==> config.mk <==
export PLATFORM = sky130hd
export DESIGN_NAME = wtc_comparator
export DESIGN_NICKNAME = d
export VERILOG_FILES = /design/src/wtc_pkg.sv /design/src/wtc_comparator.sv
export SDC_FILE = /design/constraint.sdc
export NUM_CORES = 1
export LEC_CHECK = 0
export ABC_AREA = 1
export BUFFER_PORTS_ARGS = -buffer_cell sky130_fd_sc_hd__buf_2
export CAP_MARGIN = 10
export CORE_UTILIZATION = 51
export CTS_BUF_LIST = sky130_fd_sc_hd__clkbuf_16
export CTS_CLUSTER_DIAMETER = 50
export CTS_CLUSTER_SIZE = 10
export DETAILED_ROUTE_END_ITERATION = 10
export PLACE_DENSITY = 0.73
export SETUP_SLACK_MARGIN = 0.5
export SLEW_MARGIN = 0
export SYNTH_ARGS = -nofsm -noshare
export SYNTH_HDL_FRONTEND = slang
export SYNTH_SLANG_ARGS = --single-unit
==> constraint.sdc <==
create_clock -name CLK_I -period 5.1 [get_ports CLK_I]
set_clock_uncertainty 0.15 [all_clocks]
set_input_delay 0 -clock CLK_I [delete_from_list [all_inputs] [get_ports CLK_I]]
set_output_delay 0 -clock CLK_I [all_outputs]
set_load 0.1 [all_outputs]
==> src/wtc_pkg.sv <==
// shared types and constants of the word and table comparator
package wtc_pkg;

	localparam int unsigned WORD_W     = 16;
	localparam int unsigned ADDR_W     = 16;
	localparam int unsigned IDX_W      = 4;
	// highest pair offset of a sixteen-word table
	localparam logic [3:0]  TABLE_LAST = 4'hF;
	// data memory size in words; indirect pointers must stay below it
	localparam logic [15:0] DM_WORDS   = 16'h03E8;
	localparam logic [3:0]  BCD_MAX    = 4'h9;
	// condition flag bit addresses in the special relay area
	localparam logic [15:0] ABOVE_BIT_ADDR = 16'h63A1;
	localparam logic [15:0] MATCH_BIT_ADDR = 16'h63A2;
	localparam logic [15:0] BELOW_BIT_ADDR = 16'h63A3;
	localparam logic [15:0] RESULT_RST = 16'h0000;
	localparam logic [15:0] ADDR_RST   = 16'h0000;
	localparam logic [3:0]  IDX_RST    = 4'h0;

	typedef enum logic [1:0] {
		WTC_OP_NONE  = 2'b00,
		WTC_OP_WORD  = 2'b01,
		WTC_OP_MULTI = 2'b10
	} wtc_op_e;

	typedef enum logic [1:0] {
		WTC_ST_IDLE  = 2'b00,
		WTC_ST_RDA   = 2'b01,
		WTC_ST_RDB   = 2'b10,
		WTC_ST_CMP   = 2'b11
	} wtc_state_e;

	typedef struct packed {
		wtc_op_e             op;
		logic                exec;
		logic [1:0]          ind_used;
		logic [WORD_W-1:0]   ind_ptr0;
		logic [WORD_W-1:0]   ind_ptr1;
		logic [WORD_W-1:0]   first_operand;
		logic [WORD_W-1:0]   second_operand;
		logic [ADDR_W-1:0]   first_table_base;
		logic [ADDR_W-1:0]   first_area_end;
		logic [ADDR_W-1:0]   second_table_base;
		logic [ADDR_W-1:0]   second_area_end;
	} wtc_req_s;

	typedef struct packed {
		logic above_flag;
		logic match_flag;
		logic below_flag;
	} wtc_flags_s;

	typedef struct packed {
		wtc_state_e          st;
		logic [IDX_W-1:0]    idx;
		logic [ADDR_W-1:0]   tb1;
		logic [ADDR_W-1:0]   tb2;
		logic [WORD_W-1:0]   word_a;
		logic [WORD_W-1:0]   mask;
		logic [ADDR_W-1:0]   mem_addr;
		logic                mem_rd;
		logic                res_we;
		logic [WORD_W-1:0]   res_data;
		wtc_flags_s          flags;
		logic                fault;
		logic                done;
		logic                busy;
	} wtc_state_s;

endpackage

==> src/wtc_comparator.sv <==
// word compare and sixteen-pair table compare datapath
////////////////////////////////////////////////////////////////////////////////
// Overview of operation
// [RULE1] With its execution condition off the table compare reads nothing and writes no result.
// [RULE2] An enabled table compare checks first table word i against second table word i for i from 0 to 15.
// [RULE3] A matching pair clears the result bit whose position is the pair offset.
// [RULE4] A differing pair sets its result bit, giving a 16-bit inequality mask.
// [RULE5] The fault flag rises when either sixteen-word table would run past the end of its data area.
// [RULE6] Both operations raise the fault flag for an indirect pointer that is not BCD or lies past data memory.
// [RULE7] With its execution condition off the word compare evaluates nothing and leaves all flags alone.
// [RULE8] An enabled word compare compares the two operands and updates the above, match and below flags.
// [RULE9] The above flag is on exactly when the first operand is larger.
// [RULE10] The match flag is on exactly when the two operands are equal.
// [RULE11] The below flag is on exactly when the first operand is smaller, so one flag alone is on.
// [RULE12] Software must give values compared against a timer or counter present value in BCD.
// [RULE13] Software should read the three flags before any later instruction can overwrite them.
// [RULE14] Operands are 16-bit unsigned, equal only when all bits match and ordered by binary magnitude.
// [RULE15] A faulting operation writes neither the result word nor the condition flags.
module wtc_comparator (
	input  wire logic                        CLK_I,
	input  wire logic                        NRST_I,
	input  wire logic                        START_I,
	input  wire wtc_pkg::wtc_req_s           REQ_I,
	input  wire logic [wtc_pkg::WORD_W-1:0]  MEM_DATA_I,
	output logic                             BUSY_O,
	output logic                             DONE_O,
	output logic                             MEM_RD_O,
	output logic [wtc_pkg::ADDR_W-1:0]       MEM_ADDR_O,
	output logic                             RES_WE_O,
	output logic [wtc_pkg::WORD_W-1:0]       RES_DATA_O,
	output wtc_pkg::wtc_flags_s              FLAGS_O,
	output logic                             FAULT_O
);

	////////////////////////////////////////////////////////////////////////////
	// pointer checks

	function automatic logic ptr_bad(input logic [15:0] p);
		logic [15:0] val;
		logic        nbcd;
		val  = 16'h0000;
		nbcd = 1'b0;
		for (int k = 3; k >= 0; k--) begin
			if (p[k*4 +: 4] > wtc_pkg::BCD_MAX) begin
				nbcd = 1'b1;
			end
			val = 16'((val * 16'h000A) + {12'h000, p[k*4 +: 4]});
		end
		return nbcd || (val >= wtc_pkg::DM_WORDS);
	endfunction

	wtc_pkg::wtc_state_s s_q;
	wtc_pkg::wtc_state_s s_d;

	logic        ind_fault;
	logic        tbl_fault;
	logic [16:0] tb1_last;
	logic [16:0] tb2_last;
	logic        pair_differs;

	// [RULE6] indirect pointer check
	assign ind_fault = (REQ_I.ind_used[0] && ptr_bad(REQ_I.ind_ptr0)) ||
	                   (REQ_I.ind_used[1] && ptr_bad(REQ_I.ind_ptr1));

	// wide sums so a base near the top of the map cannot wrap past the check
	assign tb1_last = {1'b0, REQ_I.first_table_base} + {13'h0000, wtc_pkg::TABLE_LAST};
	assign tb2_last = {1'b0, REQ_I.second_table_base} + {13'h0000, wtc_pkg::TABLE_LAST};

	// [RULE5] table overrun check
	assign tbl_fault = (tb1_last > {1'b0, REQ_I.first_area_end}) ||
	                   (tb2_last > {1'b0, REQ_I.second_area_end});

	// [RULE14] raw 16-bit equality
	assign pair_differs = (s_q.word_a != MEM_DATA_I);

	////////////////////////////////////////////////////////////////////////////
	// next state

	always_comb begin
		s_d        = s_q;
		s_d.done   = 1'b0;
		s_d.res_we = 1'b0;
		s_d.mem_rd = 1'b0;
		case (s_q.st)
			wtc_pkg::WTC_ST_IDLE: begin
				if (START_I) begin
					s_d.done = 1'b1;
					case (REQ_I.op)
						wtc_pkg::WTC_OP_WORD: begin
							// [RULE7] skipped when off
							if (REQ_I.exec) begin
								if (ind_fault) begin
									// [RULE15] flags kept on fault
									s_d.fault = 1'b1;
								end else begin
									s_d.fault = 1'b0;
									// [RULE8] [RULE14] unsigned compare
									// [RULE9] above flag
									s_d.flags.above_flag = REQ_I.first_operand > REQ_I.second_operand;
									// [RULE10] match flag
									s_d.flags.match_flag = REQ_I.first_operand == REQ_I.second_operand;
									// [RULE11] below flag
									s_d.flags.below_flag = REQ_I.first_operand < REQ_I.second_operand;
								end
							end
						end
						wtc_pkg::WTC_OP_MULTI: begin
							// [RULE1] nothing read or written when off
							if (REQ_I.exec) begin
								if (ind_fault || tbl_fault) begin
									// [RULE15] result untouched on fault
									s_d.fault = 1'b1;
								end else begin
									s_d.fault    = 1'b0;
									s_d.done     = 1'b0;
									s_d.busy     = 1'b1;
									s_d.idx      = wtc_pkg::IDX_RST;
									s_d.tb1      = REQ_I.first_table_base;
									s_d.tb2      = REQ_I.second_table_base;
									s_d.mask     = wtc_pkg::RESULT_RST;
									s_d.mem_rd   = 1'b1;
									s_d.mem_addr = REQ_I.first_table_base;
									s_d.st       = wtc_pkg::WTC_ST_RDA;
								end
							end
						end
						default: begin
							s_d.done = 1'b1;
						end
					endcase
				end
			end
			wtc_pkg::WTC_ST_RDA: begin
				// [RULE2] second table word of this pair
				s_d.mem_rd   = 1'b1;
				s_d.mem_addr = 16'(s_q.tb2 + {12'h000, s_q.idx});
				s_d.st       = wtc_pkg::WTC_ST_RDB;
			end
			wtc_pkg::WTC_ST_RDB: begin
				// first table word arrives now
				s_d.word_a = MEM_DATA_I;
				s_d.st     = wtc_pkg::WTC_ST_CMP;
			end
			wtc_pkg::WTC_ST_CMP: begin
				// [RULE3] [RULE4] mask bit at pair offset
				s_d.mask[s_q.idx] = pair_differs;
				if (s_q.idx == wtc_pkg::TABLE_LAST) begin
					s_d.res_we   = 1'b1;
					s_d.res_data = s_d.mask;
					s_d.done     = 1'b1;
					s_d.busy     = 1'b0;
					s_d.st       = wtc_pkg::WTC_ST_IDLE;
				end else begin
					// [RULE2] next pair
					s_d.idx      = 4'(s_q.idx + 4'h1);
					s_d.mem_rd   = 1'b1;
					s_d.mem_addr = 16'(s_q.tb1 + {12'h000, 4'(s_q.idx + 4'h1)});
					s_d.st       = wtc_pkg::WTC_ST_RDA;
				end
			end
			default: begin
				s_d.st   = wtc_pkg::WTC_ST_IDLE;
				s_d.busy = 1'b0;
			end
		endcase
	end

	////////////////////////////////////////////////////////////////////////////
	// state register

	always_ff @(posedge CLK_I or negedge NRST_I) begin
		if (!NRST_I) begin
			s_q.st       <= wtc_pkg::WTC_ST_IDLE;
			s_q.idx      <= wtc_pkg::IDX_RST;
			s_q.tb1      <= wtc_pkg::ADDR_RST;
			s_q.tb2      <= wtc_pkg::ADDR_RST;
			s_q.word_a   <= wtc_pkg::RESULT_RST;
			s_q.mask     <= wtc_pkg::RESULT_RST;
			s_q.mem_addr <= wtc_pkg::ADDR_RST;
			s_q.mem_rd   <= 1'b0;
			s_q.res_we   <= 1'b0;
			s_q.res_data <= wtc_pkg::RESULT_RST;
			s_q.flags    <= '0;
			s_q.fault    <= 1'b0;
			s_q.done     <= 1'b0;
			s_q.busy     <= 1'b0;
		end else begin
			s_q <= s_d;
		end
	end

	////////////////////////////////////////////////////////////////////////////
	// outputs, all straight from the state register

	assign BUSY_O     = s_q.busy;
	assign DONE_O     = s_q.done;
	assign MEM_RD_O   = s_q.mem_rd;
	assign MEM_ADDR_O = s_q.mem_addr;
	assign RES_WE_O   = s_q.res_we;
	assign RES_DATA_O = s_q.res_data;
	// flags hold until the next executed word compare without a pointer fault overwrites them
	assign FLAGS_O    = s_q.flags;
	assign FAULT_O    = s_q.fault;

endmodule

After elaboration in Yosys (flattened, before gate mapping)
Cells that the tools add are included.
{"block": "totals", "ff_bits": 110, "in_bits": 152, "out_inout_bits": 40, "wordCells": 127}
{"block": "classes", "n_addsub": 11, "multipliers": 6, "n_lt_le_gt_ge": 16, "eq_ne": 16, "mux": 39, "n_bitwise": 2, "n_reduce_logical": 21}
{"cell": "$mux 38", "n": 4}
{"cell": "$mux 33", "n": 4}
{"cell": "$add 16x4->16", "n": 4}
{"cell": "$mux 17", "n": 3}
{"cell": "$pmux 17 s3", "n": 1}
{"cell": "$add 16x4->17 const B", "n": 2}
{"cell": "$gt 17x16->1", "n": 2}
{"cell": "$ge 16x10->1 const B", "n": 2}
{"cell": "$gt 4x4->1 const B", "n": 8}
{"cell": "$pmux 16 s2", "n": 1}
{"cell": "$mul 14x3->15 const B", "n": 2}
{"cell": "$add 13x4->14", "n": 2}
{"cell": "$mul 9x3->12 const B", "n": 2}
{"cell": "$reduce_and 5->1", "n": 4}
{"cell": "$add 8x4->9", "n": 2}
{"cell": "$reduce_and 6->1", "n": 3}
{"cell": "$bwmux 16", "n": 1}
{"cell": "$eq 16x16->1", "n": 1}
{"cell": "$gt 16x16->1", "n": 1}
{"cell": "$lt 16x16->1", "n": 1}
{"cell": "$ne 16x16->1", "n": 1}
{"cell": "$mux 1", "n": 15}
{"cell": "$mul 4x3->7 const B", "n": 2}
{"cell": "$ne 2x2->1 const B", "n": 7}
{"cell": "other kinds (23)", "n": 36}

Logic depth before layout (Yosys ltp)
Gate-level depths: netlist of the first run.
{"block": "logic_depth", "word_depth": 16, "mapped_depth": 43, "ltp_nobuf": 42}

Least setup slack after synthesis of the first run
Ideal clock, no wire load.
{"block": "synth_path", "kind": "input to register", "start": "input REQ_I[125] (netlist bit)", "end": "register s_q[98] (netlist bit)", "setup_ns": 0.117, "t_arrival_ns": 5.316, "setup_slack_ns": -0.482, "path_stages": 38, "path_buffers": 2, "path_cell_list": "ha_1 ha_1 inv_1 fa_1 nor2_1 nand2_1 xor2_1 inv_1 ha_1 ha_1 a21oi_1 nand2_1 nand2_1 nand2_1 nand2_1 nand2_1 nor3_1 xnor2_1 [2 not listed] a21oi_1 nand2_1 nand2_1 nand2_1 nor2_1 nand2_1 nand2_1 nand2_1 inv_1 nand3_1 o21bai_4 nand3_4 nor2_8 nand2_4 buf_6 buf_6 nand2_1 nand2_1"}
{"block": "synth_between", "elab_chain_len": 13}
{"element": "start: declaration", "line_no": "wtc_comparator.sv:23", "source": "input wire wtc_pkg::wtc_req_s REQ_I,"}
{"element": "$mul 4x3->7", "line_no": "wtc_comparator.sv:47", "source": "val = 16'((val * 16'h000A) + {12'h000, p[k*4 +: 4]});"}
{"element": "$add 8x4->9", "line_no": "wtc_comparator.sv:47"}
{"element": "$mul 9x3->12", "line_no": "wtc_comparator.sv:47"}
{"element": "$add 13x4->14", "line_no": "wtc_comparator.sv:47"}
{"element": "$mul 14x3->15", "line_no": "wtc_comparator.sv:47"}
{"element": "$add 16x4->16", "line_no": "wtc_comparator.sv:47"}
{"element": "$ge 16x10->1", "line_no": "wtc_comparator.sv:49", "source": "return nbcd || (val >= wtc_pkg::DM_WORDS);"}
{"element": "$logic_or 1x1->1 (*)", "line_no": "wtc_comparator.sv:49"}
{"element": "$logic_and 1x1->1 (*)", "line_no": "wtc_comparator.sv:62", "source": "assign ind_fault = (REQ_I.ind_used[0] && ptr_bad(REQ_I.ind_ptr0)) ||"}
{"element": "$logic_or 1x1->1 (*)", "line_no": "wtc_comparator.sv:62"}
{"element": "$logic_or 1x1->1 (*)", "line_no": "wtc_comparator.sv:110", "source": "if (ind_fault || tbl_fault) begin"}
{"element": "$not 1->1 (no line) (*)"}
{"element": "$reduce_and 5->1 (no line) (*)"}
{"element": "end: declaration", "line_no": "wtc_comparator.sv:52", "source": "wtc_pkg::wtc_state_s s_q;"}
Mark *: on every way between the ends. The rest lies on a longest branch, timed or not.
A chain may end at the register's enable or synchronous reset.

Worst setup path after layout of the first run
{"block": "layout_path", "start": "input REQ_I[109] (netlist bit)", "end": "register s_q[86] (netlist bit)"}
{"block": "layout_between", "elab_chain_len": 13}
{"element": "$mul 4x3->7", "line_no": "wtc_comparator.sv:47"}
{"element": "$add 8x4->9", "line_no": "wtc_comparator.sv:47"}
{"element": "$mul 9x3->12", "line_no": "wtc_comparator.sv:47"}
{"element": "$add 13x4->14", "line_no": "wtc_comparator.sv:47"}
{"element": "$mul 14x3->15", "line_no": "wtc_comparator.sv:47"}
{"element": "$add 16x4->16", "line_no": "wtc_comparator.sv:47"}
{"element": "$ge 16x10->1", "line_no": "wtc_comparator.sv:49"}
{"element": "$logic_or 1x1->1 (*)", "line_no": "wtc_comparator.sv:49"}
{"element": "$logic_and 1x1->1 (*)", "line_no": "wtc_comparator.sv:63", "source": "(REQ_I.ind_used[1] && ptr_bad(REQ_I.ind_ptr1));"}
{"element": "$logic_or 1x1->1 (*)", "line_no": "wtc_comparator.sv:62"}
{"element": "$logic_or 1x1->1 (*)", "line_no": "wtc_comparator.sv:110"}
{"element": "$not 1->1 (no line) (*)"}
{"element": "$reduce_and 5->1 (no line) (*)"}
Marks and branches as above.

==> metrics.md, run 1 <==
| Metric | Value |
|---|---|
| Vias in the first global route | `12,405` |
| Rel. slew slack | `0.402` |
| Post-synth ARST share | `1.00` |
| Final WL | `~34 mm` |
| Count of TritonRoute iterations in the first routing pass | `5` |
| Hold Crit Class | `primary input to flop` |
| Compound-gate portion of the synthesized area | `0.0858` |
| Critical path origin | `REQ_I[109]` |
| H-tree lvl count | `3` |
| Register area share after synthesis | `0.219` |
| R2R Path End | `MEM_ADDR_O[14]` |
| TritonCTS clock tree | `done` |
| Final setup viols | `74` |
| Syn Area/Cell | `between 6 and 7 um^2` |
| Unique cell type count in the Yosys netlist | `51` |
| Delay-heaviest family, CP | `simple AND/OR/NAND/NOR gates` |
| IO Pins | `between 150 and 200` |
| Fin cells | `about 2,600` |
| DRC viols | `0` |
| All-Layer GR Usage | `0.263` |
| Largest net degree at the start of global routing | `72` |
| P&R area growth vs syn | `34.9%` |
| Synth Area in Adders | `0.186` |
| Placed standard-cell area | `roughly 15,000 um^2` |
| Crit end category | `flop` |
| Cell mode on critical path | `nand2_2` |
| Root Buffer Master | `clkbuf_16` |
| Share of cells above drive strength 1 | `0.261` |
| Fin area | `16,800 um^2` |
| Core Area | `23,800 um^2` |
| Largest family of logic cells by synthesized area | `simple AND/OR/NAND/NOR gates` |
| Max Fclk | `around 0.18 GHz` |
| Iter 0 DRT Violations | `between 600 and 700` |
| Post-place setup slack | `-0.719 ns` |
| Cell count along the critical path | `40` |
| Initial antenna violation count | `2` |
| R2R Setup Slk | `1.55 ns` |
| Setup CP Type | `primary input to flop` |
| Crit path setup slack, layout | `-0.313 ns` |
| Post-Syn Area | `about 12,000 um^2` |
| Buf/Inv on CP | `8` |
| Total of max-cap violations | `0` |
| Cells after Synth | `between 1,500 and 2,000` |
| Synthesized-area fraction occupied by and/or/nand/nor cells | `0.331` |
| Mux contribution to synthesized area | `0.000802` |
| FP Rows | `56` |
| CP max stage delay | `between 0.4 and 0.5 ns` |
| CTS clk-pin slew, worst paths | `around 0.080 ns` |
| Post-Synth XOR/XNOR Area | `0.0525` |
| Vias per inst | `5.12` |
| Die Wd | `around 160 um` |
| CTS max path bufs | `2` |
| Final #Nets | `between 2,000 and 3,000` |
| Setup crit end | `s_q[86]` |
| Cell taking the most area after synthesis | `dfrtp_1` |
| Die height | `between 150 and 200 um` |
| Cts bufs inserted | `9` |
| Starting Density | `0.525` |
| Clk sink count | `109` |
| Full die area | `approximately 25,000 um^2` |
| Gp weighted congestion | `approximately 0.88` |
| Synth top area cells | `dfrtp_1 22%, nand2_1 18%, ha_1 16%, inv_1 9.2%, nand3_1 5.7%` |
| I/O Buffers | `189` |
| Core Util, Final | `0.709` |
| Global-route wire length before repair | `about 54 mm` |
| Synth top area share | `0.219` |
| Post-DRT Antenna Nets | `0` |
| CP arrival | `~5.5 ns` |
| Hold Violations, Final | `0` |
| Crit share post-route | `1.06` |
| Post-layout minimum cycle time | `roughly 5.4 ns` |
| Worst slew pin tran | `between 0.8 and 0.9 ns` |
| Post-DP HPWL | `25.3 mm` |
| Register bit count reported by yosys | `between 100 and 150` |
| Slowest cell on crit path | `fa_2` |
| Power Density | `565 nW/um^2` |
| RSZ-0062 raised after global routing | `yes` |
| R2r startpoint | `s_q[104]` |
| CP max FO | `8` |
| Via count | `between 10,000 and 15,000` |
| Critical Path Source Type | `primary input` |
| Max Slew Vio Count | `0` |
| Top FF cell, synth | `dfrtp_1` |
| Worst skew pair latency | `between 0.3 and 0.4 ns` |
| Status | `finished, violations left` |
| Worst EP required | `roughly 5.2 ns` |
| GR Overflow Total | `0` |
| Placed cells | `2,477` |
| Failing checks | `setup timing` |
| R2R depth | `19` |
| Pleak | `approximately 9.0 nW` |
| Post-synth EDFFs | `0` |
| Tot Pwr | `0.00950 W` |
| Drt wl/cell | `around 13 um` |
| Synth Warn # | `0` |
| VDD IR-drop max | `~0.77 mV` |
-- per-stage QoR --
step           setup TNS, ns  hold slack (ns)
2_1_floorplan          -1.51           -0.446
3_3_place_gp          -35.95           0.0215
3_5_place_dp          -48.46           0.0269
4_1_cts                -4.09          0.00760
5_1_grt               -39.10           0.0674
6_report              -18.22           0.0367
-- cells by family (layout without fill, tap and decap cells) --
family | Yosys count | count (layout)
multiplexers | 1 | 1
buffers and inverters | 371 | 722
flip-flops | 109 | 109
AO/OA/AOI/OAI | 190 | 190
adder cells (fa/ha/maj) | 177 | 177
other | 1 | 4
AND/OR/NAND/NOR | 984 | 984
XOR/XNOR | 74 | 74
-- layout make-up --
type	instances	area, um^2
fillers	1961	6920
well taps	319	399
multi-input cells	1428	9410
flip-flops and latches	109	2730
clock inverters	7	55.1
inverters	311	1170
diodes	2	5.00
clock buffers	9	225
repair buffers	395	2850
-- where the power goes --
group | internal (W) | leakage [nW] | switching (W)
logic | 0.00364 | 7.61 | 0.00429
clock network | 0.000339 | 0.139 | 0.000338
registers | 0.000882 | 1.28 | 0.0000146
total | 0.00486 | 9.02 | 0.00464
-- placed cells by master, fill, tap and decap left out, drive strengths merged, types with 4 or more instances in the layout --
cell         instances
nand3b              10
o32ai                4
xor2                40
clkinv               4
inv                313
nand3              144
nand4               37
fa                  14
ha                 163
buf                338
o21ai               72
o22ai                6
clkbuf              12
nor3                16
a211oi               4
nor2               164
xnor2               34
dfrtp              109
o211ai               4
a21oi               85
nand2              604
dlygate4sd3         54
-- state kept, by name, summed over array words and instances, names as in the netlist --
signal,flops
BUSY_O,1
DONE_O,1
FAULT_O,1
FLAGS_O,3
MEM_ADDR_O,16
MEM_RD_O,1
RES_DATA_O,16
RES_WE_O,1
s_q,69
-- worst min-delay path: cells and delay by family --
kind / cells / cell delay, ns
buffers and inverters: 2 / 0.24
AND/OR/NAND/NOR: 2 / 0.19
AO/OA/AOI/OAI: 1 / 0.08
-- cell usage after synthesis (2+ instances only) --
master,count
a211oi_1,4
a21boi_0,2
a21o_1,3
a21oi_1,82
a21oi_4,2
and3_1,2
buf_2,7
buf_4,37
buf_6,2
clkbuf_1,14
clkinv_1,2
dfrtp_1,109
fa_1,14
ha_1,163
inv_1,307
inv_2,2
nand2_1,596
nand2_2,6
nand2_4,2
nand3_1,142
nand3b_1,10
nand4_1,36
nor2_1,158
nor2_2,4
nor3_1,16
nor3b_1,2
nor4_1,3
o211ai_1,4
o21a_1,3
o21ai_0,56
o21ai_1,16
o21bai_1,2
o22ai_1,6
o32ai_1,4
or2_2,2
xnor2_1,34
xor2_1,39
-- routing by layer --
layer / wire [um] / vias up / share of wire / track usage
met1: 14900 / 6115 / 0.44 / 0.328
met3: 1260 / 65 / 0.037 / 0.0335
met5: 0 / - / 0 / 0
met4: 923 / 0 / 0.027 / 0.0701
met2: 17000 / 281 / 0.50 / 0.473
li1: - / 6742 / - / -
-- how the worst min path moves through the flow --
stage,slack [ns],endpoint,cells past startpoint,start
CTS,0.008,FLAGS_O[2],5,REQ_I[129]
detailed placement,0.03,RES_DATA_O[2],1,NRST_I
finish,0.04,FLAGS_O[1],5,REQ_I[129]
floorplan,-0.45,BUSY_O,0,NRST_I
global route,0.07,FLAGS_O[0],5,REQ_I[94]
global placement,0.02,RES_DATA_O[3],1,NRST_I
-- repair_timing --
item,in CTS,in global routing
setup endpoints to repair,76,76
pin swaps,49,77
gates resized for setup,64,156
endpoints found under the hold margin,130,0
setup buffers,11,15
gates cloned,1,4
hold buffers,54,0
Note: power is estimated with default switching activity, not from simulation.
==> run 2, diff against run 1 <==
GPL_TIMING_DRIVEN = 0   (was default)
PLACE_DENSITY = 0.76   (was 0.73)
clock period = 4.4 ns   (was 5.1 ns; I/O delays follow)
==> run 2 against run 1 <==
Against the previous run:
- the flow still finishes with violations (setup timing)
- critical path depth unchanged
- routed wire length up 4.4%
- register-to-register slack worse by 0.71 ns
- critical endpoint is now MEM_ADDR_O[11]
==> metrics.md, run 2 (synthesis gave the netlist of run 1 again) <==
| Metric | Value |
|---|---|
| Status | `finished, violations left (unchanged)` |
| Failing checks | `setup timing (unchanged)` |
| CP max stage delay | `0.47 ns (was 0.48 ns)` |
| Worst skew pair latency | `0.37 ns (was 0.35 ns)` |
| Power Density | `640 nW/um^2 (was 565 nW/um^2)` |
| GR Overflow Total | `0 (unchanged)` |
| Final #Nets | `2,558 (was 2,583)` |
| Most flops, register | `s_q (unchanged)` |
| All-Layer GR Usage | `0.271 (was 0.263)` |
| Min-delay src | `REQ_I[94] (was REQ_I[129])` |
| I/O Buffers | `189 (unchanged)` |
| CTS max path bufs | `2 (unchanged)` |
| Drt wl/cell | `13.9 um (was 13.2 um)` |
| Hold Violations, Final | `0 (unchanged)` |
| Worst EP required | `4.50 ns (was 5.19 ns)` |
| Cell mode on critical path | `nand2_1 (was nand2_2)` |
| Worst Hold Depth | `5 (unchanged)` |
| Vias per inst | `5.21 (was 5.12)` |
| Vias in the first global route | `12,556 (was 12,405)` |
| Hold Path End | `FLAGS_O[0] (was FLAGS_O[1])` |
| Global-route wire length before repair | `55.2 mm (was 54.3 mm)` |
| Crit end category | `flop (unchanged)` |
| Rel. slew slack | `0.399 (was 0.402)` |
| H-tree lvl count | `3 (unchanged)` |
| Fin cells | `2,563 (was 2,580)` |
| Commonest non-fill, non-tap cell in the layout | `nand2_1 (unchanged)` |
| P&R area growth vs syn | `34.4% (was 34.9%)` |
| Worst slew pin tran | `0.892 ns (was 0.897 ns)` |
| RSZ-0062 raised after global routing | `yes (unchanged)` |
| Via count | `13,342 (was 13,203)` |
| Final WL | `35.6 mm (was 34.1 mm)` |
| Final setup viols | `76 (was 74)` |
| Max Fclk | `about 0.18 GHz` |
| Post-DRT Antenna Nets | `0 (unchanged)` |
| FP Rows | `56 (unchanged)` |
| Tot Pwr | `0.0107 W (was 0.00950 W)` |
| Cts bufs inserted | `9 (unchanged)` |
| Starting Density | `0.525 (unchanged)` |
| Die height | `158 um (unchanged)` |
| Root Buffer Master | `clkbuf_16 (unchanged)` |
| Die Wd | `158 um (unchanged)` |
| Clk sink count | `109 (unchanged)` |
| CP max FO | `6 (was 8)` |
| Count of TritonRoute iterations in the first routing pass | `5 (unchanged)` |
| R2R Path End | `MEM_ADDR_O[14] (unchanged)` |
| R2R depth | `19 (unchanged)` |
| Buf/Inv on CP | `6 (was 8)` |
| Most frequent cells in the layout | `527 x nand2_1, 292 x inv_1, 187 x buf_2 (was 521 x nand2_1, 293 x inv_1, 184 x buf_2)` |
| CP arrival | `5.62 ns (was 5.50 ns)` |
| Max reg flops | `69 (unchanged)` |
| Pleak | `8.88 nW (was 9.02 nW)` |
| Critical Path Source Type | `primary input (unchanged)` |
| Largest net degree at the start of global routing | `64 (was 72)` |
| Placed cells | `2,417 (was 2,477)` |
| Hold Crit Class | `primary input to flop (unchanged)` |
| VDD IR-drop max | `1.56 mV (was 0.767 mV)` |
| Iter 0 DRT Violations | `800 (was 666)` |
| Max Slew Vio Count | `0 (unchanged)` |
| Post-layout minimum cycle time | `about 5.5 ns` |
| DRC viols | `0 (unchanged)` |
| Core Area | `23,800 um^2 (unchanged)` |
| # fillers | `1,860 (was 1,961)` |
| Full die area | `25,100 um^2 (unchanged)` |
| CTS clk-pin slew, worst paths | `0.08 ns (about the same)` |
| Delay-heaviest family, CP | `simple AND/OR/NAND/NOR gates (unchanged)` |
| Gp weighted congestion | `0.898 (was 0.884)` |
| Total of max-cap violations | `0 (unchanged)` |
| Post-DP HPWL | `25.4 mm (was 25.3 mm)` |
| Setup CP Type | `primary input to flop (unchanged)` |
| Core Util, Final | `0.706 (was 0.709)` |
| Crit share post-route | `1.25` |
| TritonCTS clock tree | `done (unchanged)` |
| Initial antenna violation count | `9 (was 2)` |
| IO Pins | `192 (unchanged)` |
| Crit path setup slack, layout | `-1.12 ns (was -0.313 ns)` |
| Slowest cell on crit path | `fa_2 (unchanged)` |
| Share of cells above drive strength 1 | `0.248 (was 0.261)` |
| R2R Setup Slk | `0.84 ns (was 1.55 ns)` |
| R2r startpoint | `s_q[104] (unchanged)` |
## run 2: tightest hold or removal path: stages
cell	delay [ns]
buf_2	0.08
ha_1	0.12
a21oi_1	0.06
o2111ai_1	0.12
o21ai_0	0.10
## run 2: worst max-delay path by stage
stage	startpoint	slack [ns]	depth (start not counted)	to
after global routing	REQ_I[109]	-1.40	38	MEM_ADDR_O[11]
after global placement	REQ_I[111]	-1.68	34	MEM_ADDR_O[14]
after CTS	REQ_I[111]	-0.91	44	MEM_ADDR_O[11]
after floorplan	REQ_I[111]	-0.77	41	s_q[98]
final	REQ_I[109]	-1.12	40	MEM_ADDR_O[11]
after detailed placement	REQ_I[111]	-1.81	36	MEM_ADDR_O[15]
## run 2: timing repair
item | CTS | global route
gates cloned | 4 | 1
hold endpoints to repair | 118 | 0
hold buffers | 54 | 0
resized for setup | 128 | 120
buffers inserted | 38 | 23
pin swaps | 87 | 96
setup endpoints to repair | 76 | 76
## run 2: stage by stage
stage | area (um^2) | hold slack, ns | setup WS (ns) | TNS [ns]
after global placement | 14100 | 0.0777 | -1.68 | -116.10
after global routing | 16800 | 0.0748 | -1.40 | -101.89
after detailed placement | 14200 | 0.00107 | -1.81 | -126.73
after CTS | 16000 | 0.00801 | -0.913 | -64.80
after floorplan | 12800 | -0.446 | -0.767 | -50.64
final | 16800 | 0.00898 | -1.12 | -79.65
## run 2: cell type report
cell class	count	area, um^2	share of cell area
Clock buffer	9	225	0.0134
Clock inverter	7	67.6	0.00403
Timing Repair Buffer	310	2190	0.130
Buffer	60	435	0.0260
Antenna cell	10	25.0	0.00149
Tap cell	319	399	0.0238
Multi-Input combinational cell	1428	9540	0.569
Sequential cell	109	2730	0.163
Inverter	311	1170	0.0696
## run 2: metal layers
layer	GRT usage	up-vias	share of wire
li1	-	6681	-
met1	0.338	6228	0.43
met2	0.483	351	0.50
met3	0.0343	82	0.039
met4	0.0815	0	0.029
met5	0	-	0
## run 2: report_power, final
| part | internal [W] | total [W] | leakage, nW | switching, W |
|---|---|---|---|---|
| Clock | 0.000399 | 0.000825 | 0.140 | 0.000426 |
| Combinational | 0.00380 | 0.00888 | 7.46 | 0.00508 |
| Sequential | 0.00102 | 0.00104 | 1.28 | 0.0000153 |
